--- src/hdl/pmcc_pkg.sv ---
// Constants, types and state layout of the panel meter conversion control.
package pmcc_pkg;

  // ****************************************************************
  // Timing
  // ****************************************************************
  localparam int CLK_MHZ         = 200;
  localparam int RATE_NOM_MS     = 100;  // About ten conversions a second.
  localparam int RATE_SLOW_MS    = 500;  // About two a second, no component.
  localparam int CONV_MS         = 40;   // Length of one conversion.
  localparam int PULSE_US        = 75;   // Completion pulse width.
  localparam int US_CYC          = CLK_MHZ;
  localparam int MS_CYC          = 1000 * US_CYC;
  localparam int PERIOD_NOM_CYC  = RATE_NOM_MS * MS_CYC;
  localparam int PERIOD_SLOW_CYC = RATE_SLOW_MS * MS_CYC;
  localparam int CONV_CYC        = CONV_MS * MS_CYC;
  localparam int PULSE_CYC       = PULSE_US * US_CYC;
  localparam int TIMER_W         = 32;

  // ****************************************************************
  // Display
  // ****************************************************************
  localparam int COUNT_W = 12;
  localparam int DISP_W  = 13;
  localparam logic [DISP_W-1:0] DISP_MAX    = 13'h07cf; // 1999 counts.
  localparam logic [3:0]        BLANK_DIGIT = 4'hf;
  localparam logic [3:0]        LEAD_ONE    = 4'h1;

  typedef enum logic [1:0] {RANGE_ONE, RANGE_TWO, RANGE_FIVE} pmcc_range_type;
  typedef enum logic [1:0] {ST_IDLE, ST_ARMED, ST_CONVERT, ST_PULSE}
    pmcc_phase_type;

  // One converted sample from the analog front end.
  typedef struct packed {
    logic               negative;
    logic [COUNT_W-1:0] counts;  // 1000 counts equal full scale.
  } pmcc_sample_type;

  // Reading presented at the digital output connector.
  typedef struct packed {
    logic            positive;  // High for a positive reading.
    logic            minus;     // High lights the minus sign.
    logic            overload;
    logic            blank;     // Point and three low digits dark.
    logic [3:0][3:0] digits;    // Index 3 is the most significant.
  } pmcc_reading_type;

  // Whole state of the control block.
  typedef struct packed {
    logic                 busy_m;
    logic                 busy_s;
    logic                 trig_m;
    logic                 trig_s;
    logic                 trig_d;
    logic                 rate_m;
    logic                 rate_s;
    logic [1:0]           panel_m;
    logic [1:0]           panel_s;
    pmcc_phase_type       phase;
    logic                 ext;
    logic                 pend;
    logic [TIMER_W-1:0]   timer;
    logic [TIMER_W-1:0]   period;
    pmcc_reading_type     reading;
  } pmcc_state_type;

  localparam pmcc_state_type PMCC_RESET = '{
    busy_m: 1'b0, busy_s: 1'b0, trig_m: 1'b1, trig_s: 1'b1, trig_d: 1'b1,
    rate_m: 1'b1, rate_s: 1'b1, panel_m: 2'h0, panel_s: 2'h0,
    phase: ST_IDLE, ext: 1'b0, pend: 1'b0, timer: '0, period: '0,
    reading: '{positive: 1'b1, minus: 1'b0, overload: 1'b0, blank: 1'b0,
               digits: '0}};

endpackage

--- src/hdl/pmcc_control.sv ---
// Conversion sequencing and digital outputs of the panel meter.

// What this block does
// [RL1] Internal trigger about ten times per second
// [RL2] Rate component absent: about twice per second
// [RL3] Busy input low suppresses internal triggering
// [RL4] External trigger: idle high, short low pulse
// [RL5] Trigger fall resets, rise starts conversion
// [RL6] External triggers no faster than sixty hertz
// [RL7] Conversion level high only while converting
// [RL8] One 75 us high completion pulse
// [RL9] Complementary low pulse, same time, same width
// [RL10] Parallel BCD digits, high means one
// [RL11] Decade ranges show 1.000 at full scale
// [RL12] Two ranges: leading one, rest blanked
// [RL13] Five ranges show .500 at full scale
// [RL14] Minus sign only for negative readings
// [RL15] Range follows panel selector unless remote
// [RL16] Busy low freezes the output data of internally triggered conversions
// [RL17] Overload outputs high during overload
// [RL18] Data settles before completion pulse rises
module pmcc_control
  import pmcc_pkg::*;
#(
  parameter int PERIOD_NOM  = pmcc_pkg::PERIOD_NOM_CYC,
  parameter int PERIOD_SLOW = pmcc_pkg::PERIOD_SLOW_CYC,
  parameter int CONV_LEN    = pmcc_pkg::CONV_CYC,
  parameter int PULSE_LEN   = pmcc_pkg::PULSE_CYC
)
(
  // Clock, reset and enable.
  input  wire logic                      clk,
  input  wire logic                      rst_n,
  input  wire logic                      clk_en,
  // Connector pins from the external system.
  input  wire logic                      not_busy_pin,
  input  wire logic                      ext_trigger_pin,
  // Board straps and front panel.
  input  wire logic                      rate_component_fitted,
  input  wire logic [1:0]                panel_range,
  // Remote sensitivity control, same clock.
  input  wire logic                      remote_active,
  input  wire pmcc_pkg::pmcc_range_type  remote_range,
  // Converter sample, same clock.
  input  wire pmcc_pkg::pmcc_sample_type sample,
  // Conversion status outputs.
  output logic                           conversion_active_level,
  output logic                           conversion_done,
  output logic                           conversion_done_n,
  // Reading outputs.
  output pmcc_pkg::pmcc_reading_type     reading
);
  import pmcc_pkg::*;

  // ****************************************************************
  // Reading formatter
  // ****************************************************************

  // Binary to four BCD digits by shift and add three.
  function automatic logic [3:0][3:0] to_bcd(input logic [DISP_W-1:0] v);
    logic [15:0] acc;
    acc = '0;
    for (int i = DISP_W - 1; i >= 0; i--)
    begin
      for (int d = 0; d < 4; d++)
      begin
        if (acc[d*4 +: 4] > 4'h4)
        begin
          acc[d*4 +: 4] = acc[d*4 +: 4] + 4'h3;
        end
      end
      acc = {acc[14:0], v[i]};
    end
    return acc;
  endfunction

  // Scales a sample for the range kind and lays out the display.
  function automatic pmcc_reading_type format(input pmcc_sample_type s,
                                              input pmcc_range_type k);
    pmcc_reading_type   f;
    logic [DISP_W-1:0]  disp;
    f    = '0;
    disp = {1'b0, s.counts};                             // [RL11]
    if (k == RANGE_FIVE)
    begin
      disp = {2'b00, s.counts[COUNT_W-1:1]};             // [RL13]
    end
    else if (k == RANGE_TWO)
    begin
      disp = {s.counts, 1'b0};                           // [RL12]
    end
    f.minus    = s.negative;                             // [RL14]
    f.positive = ~s.negative;
    f.overload = (disp > DISP_MAX);                      // [RL17]
    f.blank    = f.overload;                             // [RL12]
    f.digits   = to_bcd(disp);                           // [RL10]
    if (f.blank)
    begin
      f.digits = {LEAD_ONE, BLANK_DIGIT, BLANK_DIGIT, BLANK_DIGIT};
    end
    return f;
  endfunction

  // ****************************************************************
  // State
  // ****************************************************************
  pmcc_state_type     r;
  pmcc_state_type     next_r;
  logic               trig_fall;
  logic               trig_rise;
  logic [TIMER_W-1:0] period_last;
  pmcc_range_type     range_kind;

  // Edge detection works on the settled trigger only.
  assign trig_fall   = r.trig_d & ~r.trig_s;
  assign trig_rise   = ~r.trig_d & r.trig_s;
  assign period_last = r.rate_s ? TIMER_W'(PERIOD_NOM - 1)   // [RL1]
                                : TIMER_W'(PERIOD_SLOW - 1); // [RL2]
  // Remote control overrides the panel selector.
  assign range_kind  = remote_active ? remote_range
                                     : pmcc_range_type'(r.panel_s); // [RL15]

  // Next state: synchronisers, trigger sequencer and output latch.
  always_comb
  begin
    next_r         = r;
    next_r.busy_m  = not_busy_pin;
    next_r.busy_s  = r.busy_m;
    next_r.trig_m  = ext_trigger_pin;
    next_r.trig_s  = r.trig_m;
    next_r.trig_d  = r.trig_s;
    next_r.rate_m  = rate_component_fitted;
    next_r.rate_s  = r.rate_m;
    next_r.panel_m = panel_range;
    next_r.panel_s = r.panel_m;
    if (r.period < period_last)
    begin
      next_r.period = r.period + TIMER_W'(1);
    end
    unique case (r.phase)
      ST_IDLE:
      begin
        if (r.busy_s && r.period >= period_last)          // [RL1] [RL3]
        begin
          next_r.phase  = ST_CONVERT;
          next_r.timer  = '0;
          next_r.period = '0;
          next_r.ext    = 1'b0;
        end
      end
      ST_ARMED:
      begin
        if (trig_rise)                                    // [RL5]
        begin
          next_r.phase = ST_CONVERT;
          next_r.timer = '0;
          next_r.ext   = 1'b1;
        end
      end
      ST_CONVERT:
      begin
        next_r.timer = r.timer + TIMER_W'(1);
        // Latch one cycle before the pulse so data is settled.
        if (r.timer == TIMER_W'(CONV_LEN - 2) && (r.busy_s || r.ext))
        begin
          next_r.reading = format(sample, range_kind);    // [RL16] [RL18]
        end
        if (r.timer == TIMER_W'(CONV_LEN - 1))
        begin
          next_r.phase = ST_PULSE;                        // [RL7] [RL8]
          next_r.timer = '0;
        end
      end
      ST_PULSE:
      begin
        next_r.timer = r.timer + TIMER_W'(1);
        if (r.timer == TIMER_W'(PULSE_LEN - 1))           // [RL8]
        begin
          next_r.phase = ST_IDLE;
          next_r.timer = '0;
          if (r.pend || trig_fall)
          begin
            // A trigger seen during the pulse is served now.
            next_r.pend  = 1'b0;
            next_r.phase = r.trig_s ? ST_CONVERT : ST_ARMED;
            next_r.ext   = 1'b1;
          end
        end
        else if (trig_fall)
        begin
          next_r.pend = 1'b1;
        end
      end
    endcase
    // A falling trigger resets the converter, except mid pulse.
    if (trig_fall && r.phase != ST_PULSE)                 // [RL5]
    begin
      next_r.phase = ST_ARMED;
      next_r.timer = '0;
    end
    if (!clk_en)
    begin
      next_r = r;
    end
  end

  // Registers the whole state.
  always_ff @(posedge clk or negedge rst_n)
  begin
    if (!rst_n)
    begin
      r <= PMCC_RESET;
    end
    else
    begin
      r <= next_r;
    end
  end

  // ****************************************************************
  // Outputs
  // ****************************************************************

  // Status levels follow the phase register directly.
  assign conversion_active_level = (r.phase == ST_CONVERT);  // [RL7]
  assign conversion_done         = (r.phase == ST_PULSE);    // [RL8]
  assign conversion_done_n       = ~conversion_done;         // [RL9]
  assign reading                 = r.reading;

  // ****************************************************************
  // Checks
  // ****************************************************************

  property p_done_after_conv;
    @(posedge clk) disable iff (!rst_n)
    $rose(conversion_done) |->
      $past(conversion_active_level) && !conversion_active_level
      && $past(r.timer) == TIMER_W'(CONV_LEN - 1);
  endproperty
  a_done_after_conv: assert property (p_done_after_conv) // [RL7]
    else $error("Completion pulse not at conversion_active_level.");
  property p_pulse_width;
    @(posedge clk) disable iff (!rst_n)
    $fell(conversion_done) |-> $past(r.timer) == TIMER_W'(PULSE_LEN - 1);
  endproperty
  a_pulse_width: assert property (p_pulse_width) // [RL8]
    else $error("Completion pulse has the wrong width.");
  // The low pulse must open with the high one and stay low for three more cycles.
  property p_pulse_pair;
    @(posedge clk) disable iff (!rst_n)
    $rose(conversion_done) |-> $fell(conversion_done_n)
      ##1 (!conversion_done_n)[*3];
  endproperty
  a_pulse_pair: assert property (p_pulse_pair) // [RL9]
    else $error("Complementary pulse does not match.");
  property p_data_settled;
    @(posedge clk) disable iff (!rst_n)
    conversion_done |-> $stable(reading);
  endproperty
  a_data_settled: assert property (p_data_settled) // [RL18]
    else $error("Reading changed during completion pulse.");
  property p_busy_inhibits;
    @(posedge clk) disable iff (!rst_n)
    r.phase == ST_IDLE && !r.busy_s && r.trig_s |=> r.phase != ST_CONVERT;
  endproperty
  a_busy_inhibits: assert property (p_busy_inhibits) // [RL3]
    else $error("Internal trigger while busy input low.");
  property p_fall_resets;
    @(posedge clk) disable iff (!rst_n)
    clk_en && trig_fall && r.phase != ST_PULSE |=> r.phase == ST_ARMED;
  endproperty
  a_fall_resets: assert property (p_fall_resets) // [RL5]
    else $error("Trigger fall did not reset the converter.");
  property p_rise_starts;
    @(posedge clk) disable iff (!rst_n)
    clk_en && r.phase == ST_ARMED && trig_rise |=> conversion_active_level;
  endproperty
  a_rise_starts: assert property (p_rise_starts) // [RL5]
    else $error("Trigger rise did not start a conversion.");
  // A strap change may leave the count above a new, shorter limit.
  property p_period_bound;
    @(posedge clk) disable iff (!rst_n)
    r.period >= period_last |=> $stable(r.period) || r.period == '0;
  endproperty
  a_period_bound: assert property (p_period_bound) // [RL2]
    else $error("Trigger period counter overran its limit.");
  property p_overload_blank;
    @(posedge clk) disable iff (!rst_n)
    reading.overload |-> reading.blank && reading.digits[3] == LEAD_ONE
      && reading.digits[0] == BLANK_DIGIT;
  endproperty
  a_overload_blank: assert property (p_overload_blank) // [RL12]
    else $error("Over-range reading not blanked.");
  property p_sign;
    @(posedge clk) disable iff (!rst_n)
    reading.minus == !reading.positive;
  endproperty
  a_sign: assert property (p_sign) // [RL14]
    else $error("Sign outputs disagree.");
endmodule

--- config.mk ---
export PLATFORM = sky130hd
export DESIGN_NAME = pmcc_control
export DESIGN_NICKNAME = d
export VERILOG_FILES = /design/src/hdl/pmcc_pkg.sv /design/src/hdl/pmcc_control.sv
export SDC_FILE = /design/constraint.sdc
export NUM_CORES = 1
export LEC_CHECK = 0
export BUFFER_PORTS_ARGS = -buffer_cell sky130_fd_sc_hd__buf_2
export CORE_ASPECT_RATIO = 1.1
export CORE_UTILIZATION = 46
export DETAILED_ROUTE_END_ITERATION = 7
export GPL_TIMING_DRIVEN = 1
export PLACE_DENSITY = 0.6
export SLEW_MARGIN = 20
export SYNTH_ARGS = -nofsm -noshare
export SYNTH_HDL_FRONTEND = slang
export SYNTH_SLANG_ARGS = --single-unit
export TNS_END_PERCENT = 100
--- constraint.sdc ---
create_clock -name clk -period 10.1 [get_ports clk]
set_input_delay 0.505 -clock clk [delete_from_list [all_inputs] [get_ports clk]]
set_output_delay 0.505 -clock clk [all_outputs]
set_load 0.01 [all_outputs]
==> flow_summary.ini <==
[floorplanning]
rows = 53
die_area_mm2 = 0.02045
io_pins = 47
core_area_mm2 = 0.01930
initial_core_util = 0.4740
dieHeight_um = 149.9
die_x_um = 136.4

[global_routing]
grt_pass1_wl_um = 37500
grt_pass1_vias = 7768
maximum_number_of_pins_on_one_net_before_global_route_repair = 64
track_usage = 0.2236
antenna_violations_before_repair = 0
grt.overflow.total = 0

[timing]
timing.setup.tns_ns = 0
max-slew-margin-rel = 0.4324
period_needed_ns = 9.405
max_clock_freq_mhz = 106.3
final-setup-viol-count = 0
timing.final.hold_violations = 0
worst_slew_pin_slew_ns = 0.8492
timing_max_transition_violations_final = 0
ratio_of_final_minimum_period_to_clock_period = 0.9312
finalClockSkew_ns = 0.01285

[yosys]
post_synth.cell_area_avg_um2 = 8.210
post_synthesis_sequential_element_count = 98
synth_top_cell_area_share = 0.2517
asyncSetResetFlopFracSynth = 1.000
yosys.area_share.adder = 0.05581
synth_top_family_by_area = compound AO/OA/AOI/OAI gates
post_synthesis_xor_xnor_area_fraction = 0.05308
synth-edff-count = 0
synth_seq_area_share = 0.2689
synth_cells = 1114
yosys.area_share.simple = 0.2479
muxShareOfSynthArea = 0.05185
ys.warnings.count = 0
ys_top_cells_by_count = 127 x nor2_1, 92 x dfrtp_1, 86 x nand2_1
ys.flop_type = dfrtp_1
yosys.cell_count.top_type = nor2_1
yosys-top-cells-area = dfrtp_1 25%, ha_1 5.5%, nor2_1 5.2%
post_synth_instance_area_mm2 = 0.009146
synth_area_in_compound_gates = 0.2688
yosys.cell_types.count = 116
synth.net_count = 1178
synth_largest_area_cell = dfrtp_1

[clocking]
h-tree-depth = 3
clk_latency_ns = 0.35
cts_inserted_buffers = 9
cts.reportedPaths.clkPinSlew_ns = 0.08
holdBufCountCts = 0
numClockSinks = 98
cts-root-to-sink-buffers = 2
cts_root_buffer = clkbuf_16
cts_tree = done

[critical_path]
worstPathArrival_ns = 9.67
cpMaxStageDelayCell = or3b_1
timing.critical_path.from_type = register
critical_path.reg2reg.startpoint = r[88]$_DFFE_PN0P_
cpPeakStageDelay_ns = 0.46
cp.depth = 44
critical_path_class = reg2reg
timing.rr.end = reading[6]$_DFFE_PN0P_
critical_path.most_common_cell = inv_1
reg2reg_setup_slack_ns = 0.69
critPathLaunch = r[88]$_DFFE_PN0P_
cp_max_fo = 6
worstSetupEndpointType = register
endpoint_of_the_most_critical_setup_path = reading[6]$_DFFE_PN0P_
timing.reg2reg.worst_path_depth = 44
crit_required_ns = 10.37
cpLargestDelayFamily = compound AO/OA/AOI/OAI gates
worst-path-buf-inv = 9

[flow_run]
max_cap_viol_count = 0

[drt]
drt-pass1-iter-count = 4
antenna_violating_nets_post_route = 0
drc = 0
post_drt_via_cell_ratio = 6.025
route.detailed.wl_per_inst_um = 16.01
drt_wl_total_um = 22260
num_vias = 8375
drt_first_iter_violations = 428

[min_path]
worstHoldPathType = in2async

[layout]
fin_util = 0.5198
layout_fillers = 1843
final-seq-area_mm2 = 0.002460
area_delta_synth_final_pct = 9.672
layout-drive-gt1-share = 0.1750
final_nets = 1202
n_antenna_cell = 0
multi_input_comb_area_mm2 = 0.006364

[placed_design]
quantity_of_i_o_buffers_inserted_on_ports = 46
place_congestion = 0.9090
post-dp-hpwl_um = 16470

[status]
run_status = finished, final reports clean
-- metal layers --
layer / vias to the layer above / wire [um] / share of wire / track usage
met1: 3973 / 10390 / 0.47 / 0.2977
met3: 32 / 564 / 0.025 / 0.02066
li1: 4206 / - / - / -
met2: 164 / 10800 / 0.49 / 0.3794
met4: 0 / 502 / 0.023 / 0.06944
met5: - / 0 / 0 / 0
-- per-stage QoR --
stage | worst slack, ns | std cells | area [um2] | hold WS (ns)
5_1_grt | -0.01078 | 1390 | 10030 | 0.1371
3_5_place_dp | -0.03553 | 1367 | 9505 | 0.4833
6_report | 0.6949 | 1390 | 10030 | 0.09830
2_1_floorplan | 1.207 | 1114 | 9146 | 0.2094
4_1_cts | 0.1104 | 1383 | 9818 | 0.1086
3_3_place_gp | 0.2605 | 1367 | 9505 | 0.4683
-- state kept, by name, summed over array words and instances, names as in the netlist --
signal / count
r: 79
reading: 19
-- repair_timing --
| item | 4_1_cts | 5_1_grt |
|---|---|---|
| gates resized for setup | 0 | 35 |
| setup buffers | 0 | 7 |
| setup endpoints to repair | 0 | 12 |
-- placed cells by master, fill, tap and decap left out, drive strengths merged, types with 25 or more instances in the layout --
master,instances
o21ai,81
ha,40
inv,48
nand3,40
a21oi,67
xor2,29
dfrtp,92
nand2,87
nor2,130
nor3,25
and3,27
buf,70
-- cell type report --
class	instances	share of cell area
multi-input cells	913	0.6344
flip-flops and latches	98	0.2452
repair buffers	70	0.04116
well taps	247	0.03081
clock buffers	10	0.02382
inverters	46	0.01721
clock inverters	6	0.007359
-- cell families (layout without fill, tap and decap cells) --
group	after synthesis	in the layout
simple gates	435	435
compound gates	342	342
buf+inv	103	132
flops	98	98
xor+xnor	52	52
mux	43	43
fa+ha+maj	41	41
-- worst min path at each step --
stage,from,to,slack (ns),depth (start not counted)
detailed placement,r[48]$_DFFE_PN0P_,r[48]$_DFFE_PN0P_,0.48,1
finish,rst_n,r[38]$_DFFE_PN0P_,0.1,1
CTS,rst_n,r[38]$_DFFE_PN0P_,0.11,1
global route,rst_n,r[39]$_DFFE_PN0P_,0.14,1
global placement,r[47]$_DFFE_PN0P_,r[47]$_DFFE_PN0P_,0.47,2
floorplan,rst_n,r[20]$_DFFE_PN0P_,0.21,0
Power is left out: the tool's default activity adds up to more than one toggle a clock period on the data nets, which glitch-free logic cannot reach.
